<file path="config.mk">
export PLATFORM = sky130hd
export DESIGN_NAME = epcl_loader
export DESIGN_NICKNAME = d
export VERILOG_FILES = /design/src/core/epcl_pkg.sv /design/src/core/epcl_step_map.sv /design/src/core/epcl_loader.sv
export SDC_FILE = /design/constraint.sdc
export NUM_CORES = 2
export LEC_CHECK = 0
export BUFFER_PORTS_ARGS = -buffer_cell sky130_fd_sc_hd__buf_4
export CAP_MARGIN = 15
export CORE_AREA = 2 2 425 427
export DETAILED_ROUTE_END_ITERATION = 10
export DIE_AREA = 0 0 427 429
export GPL_ROUTABILITY_DRIVEN = 0
export PLACE_DENSITY = 0.5
export SYNTH_ARGS = -nofsm -noshare
export SYNTH_HDL_FRONTEND = slang
export SYNTH_SLANG_ARGS = --single-unit
export TNS_END_PERCENT = 30
</file>
<file path="constraint.sdc">
create_clock -name sys_clk -period 6.45 [get_ports sys_clk]
set_clock_uncertainty 0.1 [all_clocks]
set_input_delay 1.6125 -clock sys_clk [delete_from_list [all_inputs] [get_ports sys_clk]]
set_output_delay 1.6125 -clock sys_clk [all_outputs]
set_load 0.02 [all_outputs]
</file>
<file path="src/core/epcl_pkg.sv">
// package for the eeprom port configuration loader: offsets, field
// positions, reset values, word addresses, state and carrier types.
// assumes a six-port switch core that consumes the loaded fields.
package epcl_pkg;

  // ****************************************************************
  // sizes
  // ****************************************************************
  localparam int unsigned EPCL_NPORT = 6;
  localparam logic [4:0]  EPCL_LAST_STEP = 5'h1b;  // 28 words, 0..27

  // ****************************************************************
  // eeprom word addresses (first port of each group)
  // ****************************************************************
  localparam logic [7:0] EPCL_EE_PM_BASE   = 8'h80;  // ports 0..5
  localparam logic [7:0] EPCL_EE_SLOT_LO   = 8'h92;  // ports 1..5
  localparam logic [7:0] EPCL_EE_SLOT_HI   = 8'ha2;  // ports 1..5
  localparam logic [7:0] EPCL_EE_TUNE_LO   = 8'hb0;  // ports 0..5
  localparam logic [7:0] EPCL_EE_TUNE_HI   = 8'hc0;  // ports 0..5
  localparam logic [7:0] EPCL_EE_STRIDE    = 8'h02;

  // step index where each group starts
  localparam logic [4:0] EPCL_STEP_SLOT_LO = 5'h06;
  localparam logic [4:0] EPCL_STEP_SLOT_HI = 5'h0b;
  localparam logic [4:0] EPCL_STEP_TUNE_LO = 5'h10;
  localparam logic [4:0] EPCL_STEP_TUNE_HI = 5'h16;

  // ****************************************************************
  // configuration offsets and bus map
  // ****************************************************************
  localparam logic [7:0]  EPCL_OFS_VGA   = 8'h70;
  localparam logic [7:0]  EPCL_OFS_PM    = 8'h74;
  localparam logic [7:0]  EPCL_OFS_TUNE  = 8'h80;
  localparam logic [7:0]  EPCL_OFS_LINK  = 8'h88;
  localparam logic [7:0]  EPCL_OFS_SLOT  = 8'hd4;
  localparam logic [11:0] EPCL_ADR_CTRL  = 12'h800;
  localparam logic [11:0] EPCL_ADR_STAT  = 12'h804;
  localparam int unsigned EPCL_CTRL_RELOAD = 0;
  localparam int unsigned EPCL_STAT_DONE   = 0;
  localparam int unsigned EPCL_STAT_BUSY   = 1;
  localparam int unsigned EPCL_STAT_STEP   = 8;

  // ****************************************************************
  // field positions
  // ****************************************************************
  localparam int unsigned EPCL_PM_VGA_SRC  = 7;
  localparam int unsigned EPCL_VGA_DST     = 31;
  localparam int unsigned EPCL_PM_DST_LSB  = 8;   // word 6:0 -> 14:8
  localparam int unsigned EPCL_LINK_DST_LSB = 24; // word 15:8 -> 31:24

  // ****************************************************************
  // reset values
  // ****************************************************************
  localparam logic [31:0] EPCL_RST_VGA  = 32'h0000_0000;
  localparam logic [31:0] EPCL_RST_PM   = 32'h0000_0000;
  localparam logic [31:0] EPCL_RST_TUNE = 32'h0000_0000;
  localparam logic [31:0] EPCL_RST_LINK = 32'h0000_0000;
  localparam logic [31:0] EPCL_RST_SLOT = 32'h0000_0000;

  // ****************************************************************
  // types
  // ****************************************************************
  typedef enum logic [1:0] {
    EPCL_S_LOAD  = 2'b01,
    EPCL_S_READY = 2'b10
  } epcl_state_t;

  typedef enum logic [2:0] {
    EPCL_K_PM      = 3'h0,
    EPCL_K_SLOT_LO = 3'h1,
    EPCL_K_SLOT_HI = 3'h2,
    EPCL_K_TUNE_LO = 3'h3,
    EPCL_K_TUNE_HI = 3'h4
  } epcl_kind_t;

  // one eeprom word: where it comes from and where it goes
  typedef struct packed {
    epcl_kind_t kind;
    logic [2:0] port;
    logic [7:0] addr;
  } epcl_step_t;

  // per-port configuration words touched by the loader
  typedef struct packed {
    logic [31:0] vga;   // offset 70h
    logic [31:0] pm;    // offset 74h
    logic [31:0] tune;  // offset 80h, link_tuning_word_three
    logic [31:0] link;  // offset 88h, link_tuning_word_five
    logic [31:0] slot;  // offset d4h
  } epcl_port_cfg_t;

  typedef struct packed {
    epcl_state_t                    st;
    logic [4:0]                     step;
    logic                           req;
    logic [7:0]                     ee_addr;
    logic                           done;
    logic                           pend;
    logic                           pwr;
    logic [11:0]                    paddr;
    logic                           rdy;
    logic [31:0]                    rdata;
    logic                           resp;
    epcl_port_cfg_t [EPCL_NPORT-1:0] cfg;
  } epcl_state_s_t;

endpackage

</file>
<file path="src/core/epcl_step_map.sv">
// step decoder: maps a load step index to its eeprom word address,
// target port and field group. purely combinational.
`timescale 1ns/1ps
`default_nettype none
module epcl_step_map
  import epcl_pkg::*;
(
  // step in
  input  wire logic [4:0] step,
  // decoded step out
  output epcl_step_t      dec
);

  logic [4:0] rel;

  // ****************************************************************
  // group decode
  // ****************************************************************
  // pick the group, port and word address from the step index
  always_comb
  begin
    rel = 5'h00;
    dec.kind = EPCL_K_PM;
    dec.port = 3'h0;
    dec.addr = EPCL_EE_PM_BASE;
    if (step < EPCL_STEP_SLOT_LO)
    begin
      rel = step;
      dec.kind = EPCL_K_PM;
      dec.port = rel[2:0];
      dec.addr = EPCL_EE_PM_BASE + {2'h0, rel, 1'b0};
    end
    else if (step < EPCL_STEP_SLOT_HI)
    begin
      rel = step - EPCL_STEP_SLOT_LO;
      dec.kind = EPCL_K_SLOT_LO;
      dec.port = rel[2:0] + 3'h1;
      dec.addr = EPCL_EE_SLOT_LO + {2'h0, rel, 1'b0};
    end
    else if (step < EPCL_STEP_TUNE_LO)
    begin
      rel = step - EPCL_STEP_SLOT_HI;
      dec.kind = EPCL_K_SLOT_HI;
      dec.port = rel[2:0] + 3'h1;
      dec.addr = EPCL_EE_SLOT_HI + {2'h0, rel, 1'b0};
    end
    else if (step < EPCL_STEP_TUNE_HI)
    begin
      rel = step - EPCL_STEP_TUNE_LO;
      dec.kind = EPCL_K_TUNE_LO;
      dec.port = rel[2:0];
      dec.addr = EPCL_EE_TUNE_LO + {2'h0, rel, 1'b0};
    end
    else
    begin
      rel = step - EPCL_STEP_TUNE_HI;
      dec.kind = EPCL_K_TUNE_HI;
      dec.port = rel[2:0];
      dec.addr = EPCL_EE_TUNE_HI + {2'h0, rel, 1'b0};
    end
  end

endmodule
`default_nettype wire

</file>
<file path="src/core/epcl_loader.sv">
// eeprom port configuration loader: fetches 28 eeprom words after reset
// and spreads them into per-port configuration fields, then serves the
// fields to software over ahb-lite.
// assumes the word reader answers ee_req with a one-cycle ee_ack on
// sys_clk, ee_data valid in that cycle; bus signals are on sys_clk.
`timescale 1ns/1ps
`default_nettype none
module epcl_loader
  import epcl_pkg::*;
(
  // clock and reset
  input  wire logic                            sys_clk,
  input  wire logic                            rst_n,
  // ahb-lite slave
  input  wire logic                            hsel,
  input  wire logic [31:0]                     haddr,
  input  wire logic [1:0]                      htrans,
  input  wire logic                            hwrite,
  input  wire logic [2:0]                      hsize,
  input  wire logic [31:0]                     hwdata,
  input  wire logic                            hready,
  output logic                                 hreadyout,
  output logic [31:0]                          hrdata,
  output logic                                 hresp,
  // eeprom word reader
  output logic                                 ee_req,
  output logic [7:0]                           ee_addr,
  input  wire logic                            ee_ack,
  input  wire logic [15:0]                     ee_data,
  // switch core side
  output logic                                 load_done,
  output epcl_port_cfg_t [EPCL_NPORT-1:0]      port_cfg
);

  epcl_state_s_t s_q;
  epcl_state_s_t s_d;
  epcl_step_t    cur;
  logic          accept;
  logic [11:0]   req_addr;
  logic          unused_bits;

  // ****************************************************************
  // step decode
  // ****************************************************************
  epcl_step_map u_map (
    .step (s_q.step),
    .dec  (cur)
  );

  // address phase taken when selected, nonseq or seq (htrans[1]) and bus ready
  assign accept      = hsel & htrans[1] & hready;
  assign req_addr    = {haddr[11:2], 2'b00};
  assign unused_bits = ^{haddr[31:12], haddr[1:0], hsize, htrans[0]};

  // ****************************************************************
  // register read mux
  // ****************************************************************
  function automatic logic [31:0] rd_mux(input epcl_state_s_t s,
                                         input logic [11:0] a);
    logic [31:0] v;
    logic [2:0]  p;
    v = 32'h0000_0000;
    p = a[10:8];
    if (a == EPCL_ADR_STAT)
    begin
      v[EPCL_STAT_DONE] = s.done;
      v[EPCL_STAT_BUSY] = (s.st == EPCL_S_LOAD);
      v[EPCL_STAT_STEP +: 5] = s.step;
    end
    else if (a[11] == 1'b0 && p < 3'(EPCL_NPORT))
    begin
      case (a[7:0])
        EPCL_OFS_VGA:  v = s.cfg[p].vga;
        EPCL_OFS_PM:   v = s.cfg[p].pm;
        EPCL_OFS_TUNE: v = s.cfg[p].tune;
        EPCL_OFS_LINK: v = s.cfg[p].link;
        EPCL_OFS_SLOT: v = s.cfg[p].slot;
        default:       v = 32'h0000_0000;
      endcase
    end
    return v;
  endfunction

  // ****************************************************************
  // next state
  // ****************************************************************
  // load sequencer, field distribution and bus slave in one process
  always_comb
  begin
    s_d = s_q;
    s_d.resp = 1'b0;
    case (s_q.st)
      EPCL_S_LOAD:
      begin
        if (!s_q.req)
        begin
          s_d.req = 1'b1;
          s_d.ee_addr = cur.addr;
        end
        else if (ee_ack)
        begin
          s_d.req = 1'b0;
          case (cur.kind)
            EPCL_K_PM:
            begin
              s_d.cfg[cur.port].pm[EPCL_PM_DST_LSB +: 7] = ee_data[6:0];
              s_d.cfg[cur.port].vga[EPCL_VGA_DST] = ee_data[EPCL_PM_VGA_SRC];
              s_d.cfg[cur.port].link[EPCL_LINK_DST_LSB +: 8] = ee_data[15:8];
            end
            EPCL_K_SLOT_LO: s_d.cfg[cur.port].slot[15:0]  = ee_data;
            EPCL_K_SLOT_HI: s_d.cfg[cur.port].slot[31:16] = ee_data;
            EPCL_K_TUNE_LO: s_d.cfg[cur.port].tune[15:0]  = ee_data;
            EPCL_K_TUNE_HI: s_d.cfg[cur.port].tune[31:16] = ee_data;
            default:        s_d.req = 1'b0;
          endcase
          if (s_q.step == EPCL_LAST_STEP)
          begin
            s_d.st = EPCL_S_READY;
            s_d.done = 1'b1;
          end
          else
          begin
            s_d.step = s_q.step + 5'h01;
          end
        end
      end
      EPCL_S_READY:
      begin
        s_d.req = 1'b0;
      end
      default:
      begin
        s_d.st = EPCL_S_LOAD;
        s_d.req = 1'b0;
      end
    endcase

    // data phase: held with wait states until the load has finished
    if (s_q.pend && s_q.done)
    begin
      s_d.pend = 1'b0;
      s_d.rdy = 1'b1;
      s_d.rdata = 32'h0000_0000;
      if (!s_q.pwr)
      begin
        s_d.rdata = rd_mux(s_q, s_q.paddr);
      end
      else if (s_q.paddr == EPCL_ADR_CTRL && hwdata[EPCL_CTRL_RELOAD])
      begin
        // reload: fields return to reset values, then fill again
        s_d.st = EPCL_S_LOAD;
        s_d.step = 5'h00;
        s_d.done = 1'b0;
        s_d.req = 1'b0;
        for (int i = 0; i < EPCL_NPORT; i++)
        begin
          s_d.cfg[i] = '{vga: EPCL_RST_VGA, pm: EPCL_RST_PM,
                         tune: EPCL_RST_TUNE, link: EPCL_RST_LINK,
                         slot: EPCL_RST_SLOT};
        end
      end
    end

    // address phase: always at least one wait state
    if (accept)
    begin
      s_d.pend = 1'b1;
      s_d.rdy = 1'b0;
      s_d.pwr = hwrite;
      s_d.paddr = req_addr;
    end
  end

  // ****************************************************************
  // state register
  // ****************************************************************
  // all fields start at reset values, load begins at release
  always_ff @(posedge sys_clk or negedge rst_n)
  begin
    if (!rst_n)
    begin
      s_q.st <= EPCL_S_LOAD;
      s_q.step <= 5'h00;
      s_q.req <= 1'b0;
      s_q.ee_addr <= 8'h00;
      s_q.done <= 1'b0;
      s_q.pend <= 1'b0;
      s_q.pwr <= 1'b0;
      s_q.paddr <= 12'h000;
      s_q.rdy <= 1'b1;
      s_q.rdata <= 32'h0000_0000;
      s_q.resp <= 1'b0;
      for (int i = 0; i < EPCL_NPORT; i++)
      begin
        s_q.cfg[i] <= '{vga: EPCL_RST_VGA, pm: EPCL_RST_PM,
                        tune: EPCL_RST_TUNE, link: EPCL_RST_LINK,
                        slot: EPCL_RST_SLOT};
      end
    end
    else
    begin
      s_q <= s_d;
    end
  end

  // ****************************************************************
  // outputs
  // ****************************************************************
  // every output straight from the state register
  assign hreadyout = s_q.rdy;
  assign hrdata    = s_q.rdata;
  assign hresp     = s_q.resp;
  assign ee_req    = s_q.req;
  assign ee_addr   = s_q.ee_addr;
  assign load_done = s_q.done;
  assign port_cfg  = s_q.cfg;

endmodule
`default_nettype wire

</file>
==> results_dict.tcl <==
set metrics [dict create \
    postCtsSetupBuffers 0 \
    start_util_pct 30.4 \
    core-area_um2 178000 \
    via_count 36300 \
    drv_cap 0 \
    max-clock-path-buffers 3 \
    cts_tree "yes" \
    vias_per_cell 4.91 \
    ant_nets 0 \
    crit_path_top_delay_cell "nor3_4" \
    area_delta_synth_final_pct 12.3 \
    cp_cell_sequence "inv_2, ha_1, a21bo_1, o21ai_1, a211o_1, nor3_4, nand3_2, mux2i_1" \
    fill_cells 18100 \
    syn_area_um2 54100 \
    slowest_delay_ns 0.97 \
    rsz0062_at_grt "false" \
    antenna_found_initial 18 \
    min_path_type "reg -> reg" \
    arrival_ns 5.26 \
    setup_viol 0 \
    drc_errors 0 \
    grt_max_degree 235 \
    crit_family "simple AND/OR/NAND/NOR gates" \
    finalSetupTns_ns 0 \
    post_cts_resized 0 \
    synthCells 5028 \
    min_period_ns 4.71 \
    max-slew-margin-rel_pct 14.9 \
    worst_slew_pin_slew_ns 1.28 \
    fp.dieH_um 429 \
    syn_avg_cell_area_um2 10.8 \
    grt_pass1_wl_um 319000 \
    drv_slew 0 \
    num_io_pins 1095 \
    ys.flop_type "dfrtp_1" \
    clock-sinks 1021 \
    grt_use_total_pct 25.0 \
    clk_latency_ns 0.80 \
    vdd_drop_max_mv 0.263 \
    synth_edf_count 0 \
    h-tree-depth 3 \
    crit_type "reg -> reg" \
    ys_ff_latch 1021 \
    start_kind "flop" \
    nets 5043 \
    status "completed" \
    end_kind "flop" \
    power.density_nw_per_um2 344 \
    dr.first_iter.drc_count 2859 \
    cts.clk_slew.worst_paths_ns 0.06 \
    drt-pass1-iter-count 7 \
    cts_hold_buffers 0 \
    ys_seq_area_share_pct 47.3 \
    crit_buf_inv 1 \
    io_buffers 1035 \
    critPathRequiredTime_ns 6.99 \
    ys.warnings.count 0 \
    rows 155 \
    multiInputGateArea_um2 19300 \
    cts_root_buffer "clkbuf_16" \
    power_leakage_nw 32.3 \
    grt_remaining_overflow 0 \
    regArea_um2 25600 \
    synth_cell_types 77 \
    period_share_pct 73.1 \
    routed_wl_um 236000 \
    final_core_util_pct 34.1 \
    dpl.hpwl_um 175000 \
    numCtsBuffers 120 \
    path_max_fanout 16 \
    die_w_um 427 \
    die-area_um2 183000 \
    route.detailed.wl_per_inst_um 31.8 \
    grt_pass1_vias 36200 \
    fmax_mhz 212 \
    final-hold-violation-count 0 \
    drive_gt1_share_pct 29.4 \
    synthArstFlopShare_pct 100 \
]
==> worst paths after layout <==
| check | startpoint | endpoint | slack (ns) | cells after the start |
|---|---|---|---|---|
| max | s_q[1022] | port_cfg[18] | 1.74 | 8 |
| min | ee_addr[7] | ee_addr[7] | 0.37 | 1 |
| max reg2reg | s_q[1022] | port_cfg[18] | 1.74 | 8 |
| min reg2reg | ee_addr[7] | ee_addr[7] | 0.37 | 1 |
| max in group asynchronous | rst_n | port_cfg[913] | 3.86 | 2 |
| min in group asynchronous | rst_n | port_cfg[453] | 0.70 | 1 |
==> sequential cells by signal, indices dropped and copies added (netlist names) <==
name       cells
s_q           19
hreadyout      1
hrdata        32
ee_req         1
load_done      1
port_cfg     960
ee_addr        7
==> placed cells by master, fill, tap and decap left out, drive strengths merged, types with 29 or more instances in the layout <==
cell type and n:
buf 1123, dfrtp 1019, mux2i 821, nand2 558
and2 484, o22ai 189, clkbuf 182, o21ai 103
nor2 90, mux2 66, a21oi 65, inv 48
mux4 37, nand3 29
==> area by class of cell <==
cell class	count	area share, %
clock inverters	40	0.795
flip-flops and latches	1021	42.1
diodes	8	0.0330
inverters	46	0.284
well taps	2355	4.85
repair buffers	1123	14.3
clock buffers	182	5.84
multi-input cells	2627	31.8
==> cell usage after synthesis (3+ instances only) <==
library cell | n | area share, %
a21oi_1 | 64 | 0.59
nand4_4 | 8 | 0.31
dfrtp_1 | 1019 | 47
nand2b_1 | 8 | 0.093
nor3_1 | 10 | 0.093
and4_1 | 3 | 0.049
or3_1 | 3 | 0.035
buf_6 | 26 | 0.54
nand3_2 | 6 | 0.11
ha_1 | 13 | 0.30
a31oi_1 | 25 | 0.29
inv_1 | 45 | 0.31
o21ai_0 | 101 | 0.93
a211oi_1 | 4 | 0.056
mux2_2 | 66 | 1.4
buf_4 | 1011 | 14
nor2b_1 | 4 | 0.046
clkbuf_1 | 232 | 1.6
a221o_1 | 23 | 0.43
and3_1 | 6 | 0.069
xnor2_1 | 3 | 0.049
nand3_4 | 14 | 0.45
o22ai_1 | 189 | 2.2
nor4_1 | 5 | 0.058
mux2i_1 | 821 | 15
xor2_1 | 3 | 0.049
nand2_1 | 557 | 3.9
a22oi_1 | 3 | 0.042
and2_1 | 484 | 5.6
mux4_2 | 37 | 1.5
nand3_1 | 9 | 0.083
nor2_1 | 87 | 0.60
o211ai_1 | 4 | 0.056
a22o_1 | 3 | 0.049
nor2_2 | 3 | 0.035
nand4_1 | 9 | 0.10
o221ai_1 | 3 | 0.049
buf_1 | 21 | 0.15
buf_2 | 44 | 0.41
==> where the power goes <==
part | internal (mW) | switching, mW | total [mW]
Combinational | 1.98 | 3.98 | 5.96
Clock | 4.07 | 2.96 | 7.03
Sequential | 7.11 | 0.775 | 7.88
Total | 13.2 | 7.71 | 20.9
==> per-layer routing <==
| layer | vias to the layer above | wire length (µm) | part of all wire, % | global-route usage, % |
|---|---|---|---|---|
| met4 | 4 | 10600 | 4.5 | 9.77 |
| met2 | 1351 | 112000 | 48 | 40.7 |
| li1 | 15700 | - | - | - |
| met1 | 18900 | 96900 | 41 | 31.5 |
| met3 | 293 | 16100 | 6.8 | 6.22 |
| met5 | - | 27 | 0.011 | 0 |
==> cell families after synthesis <==
group | synth area share [%]
adders and majority gates | 0.301
DFF | 47.3
buffers and inverters | 17.1
other | 0.00694
muxes | 18.1
xor gates and xnor gates | 0.0972
AOI/OAI and AO/OA | 5.20
and+or+nand+nor | 11.9
==> per-stage QoR <==
stage	total power, mW	hold slack [ns]	std cells	area, µm²	worst slack (ns)
after floorplan	11.9	0.336	5029	54100	3.03
after global placement	13.9	0.356	7172	56700	1.89
after detailed placement	13.9	0.357	7172	56700	1.78
after CTS	21.0	0.371	7394	60700	1.75
after global routing	21.6	0.401	7396	60700	1.56
final	20.9	0.366	7402	60700	1.74
Power figures use the tool's default switching activity.
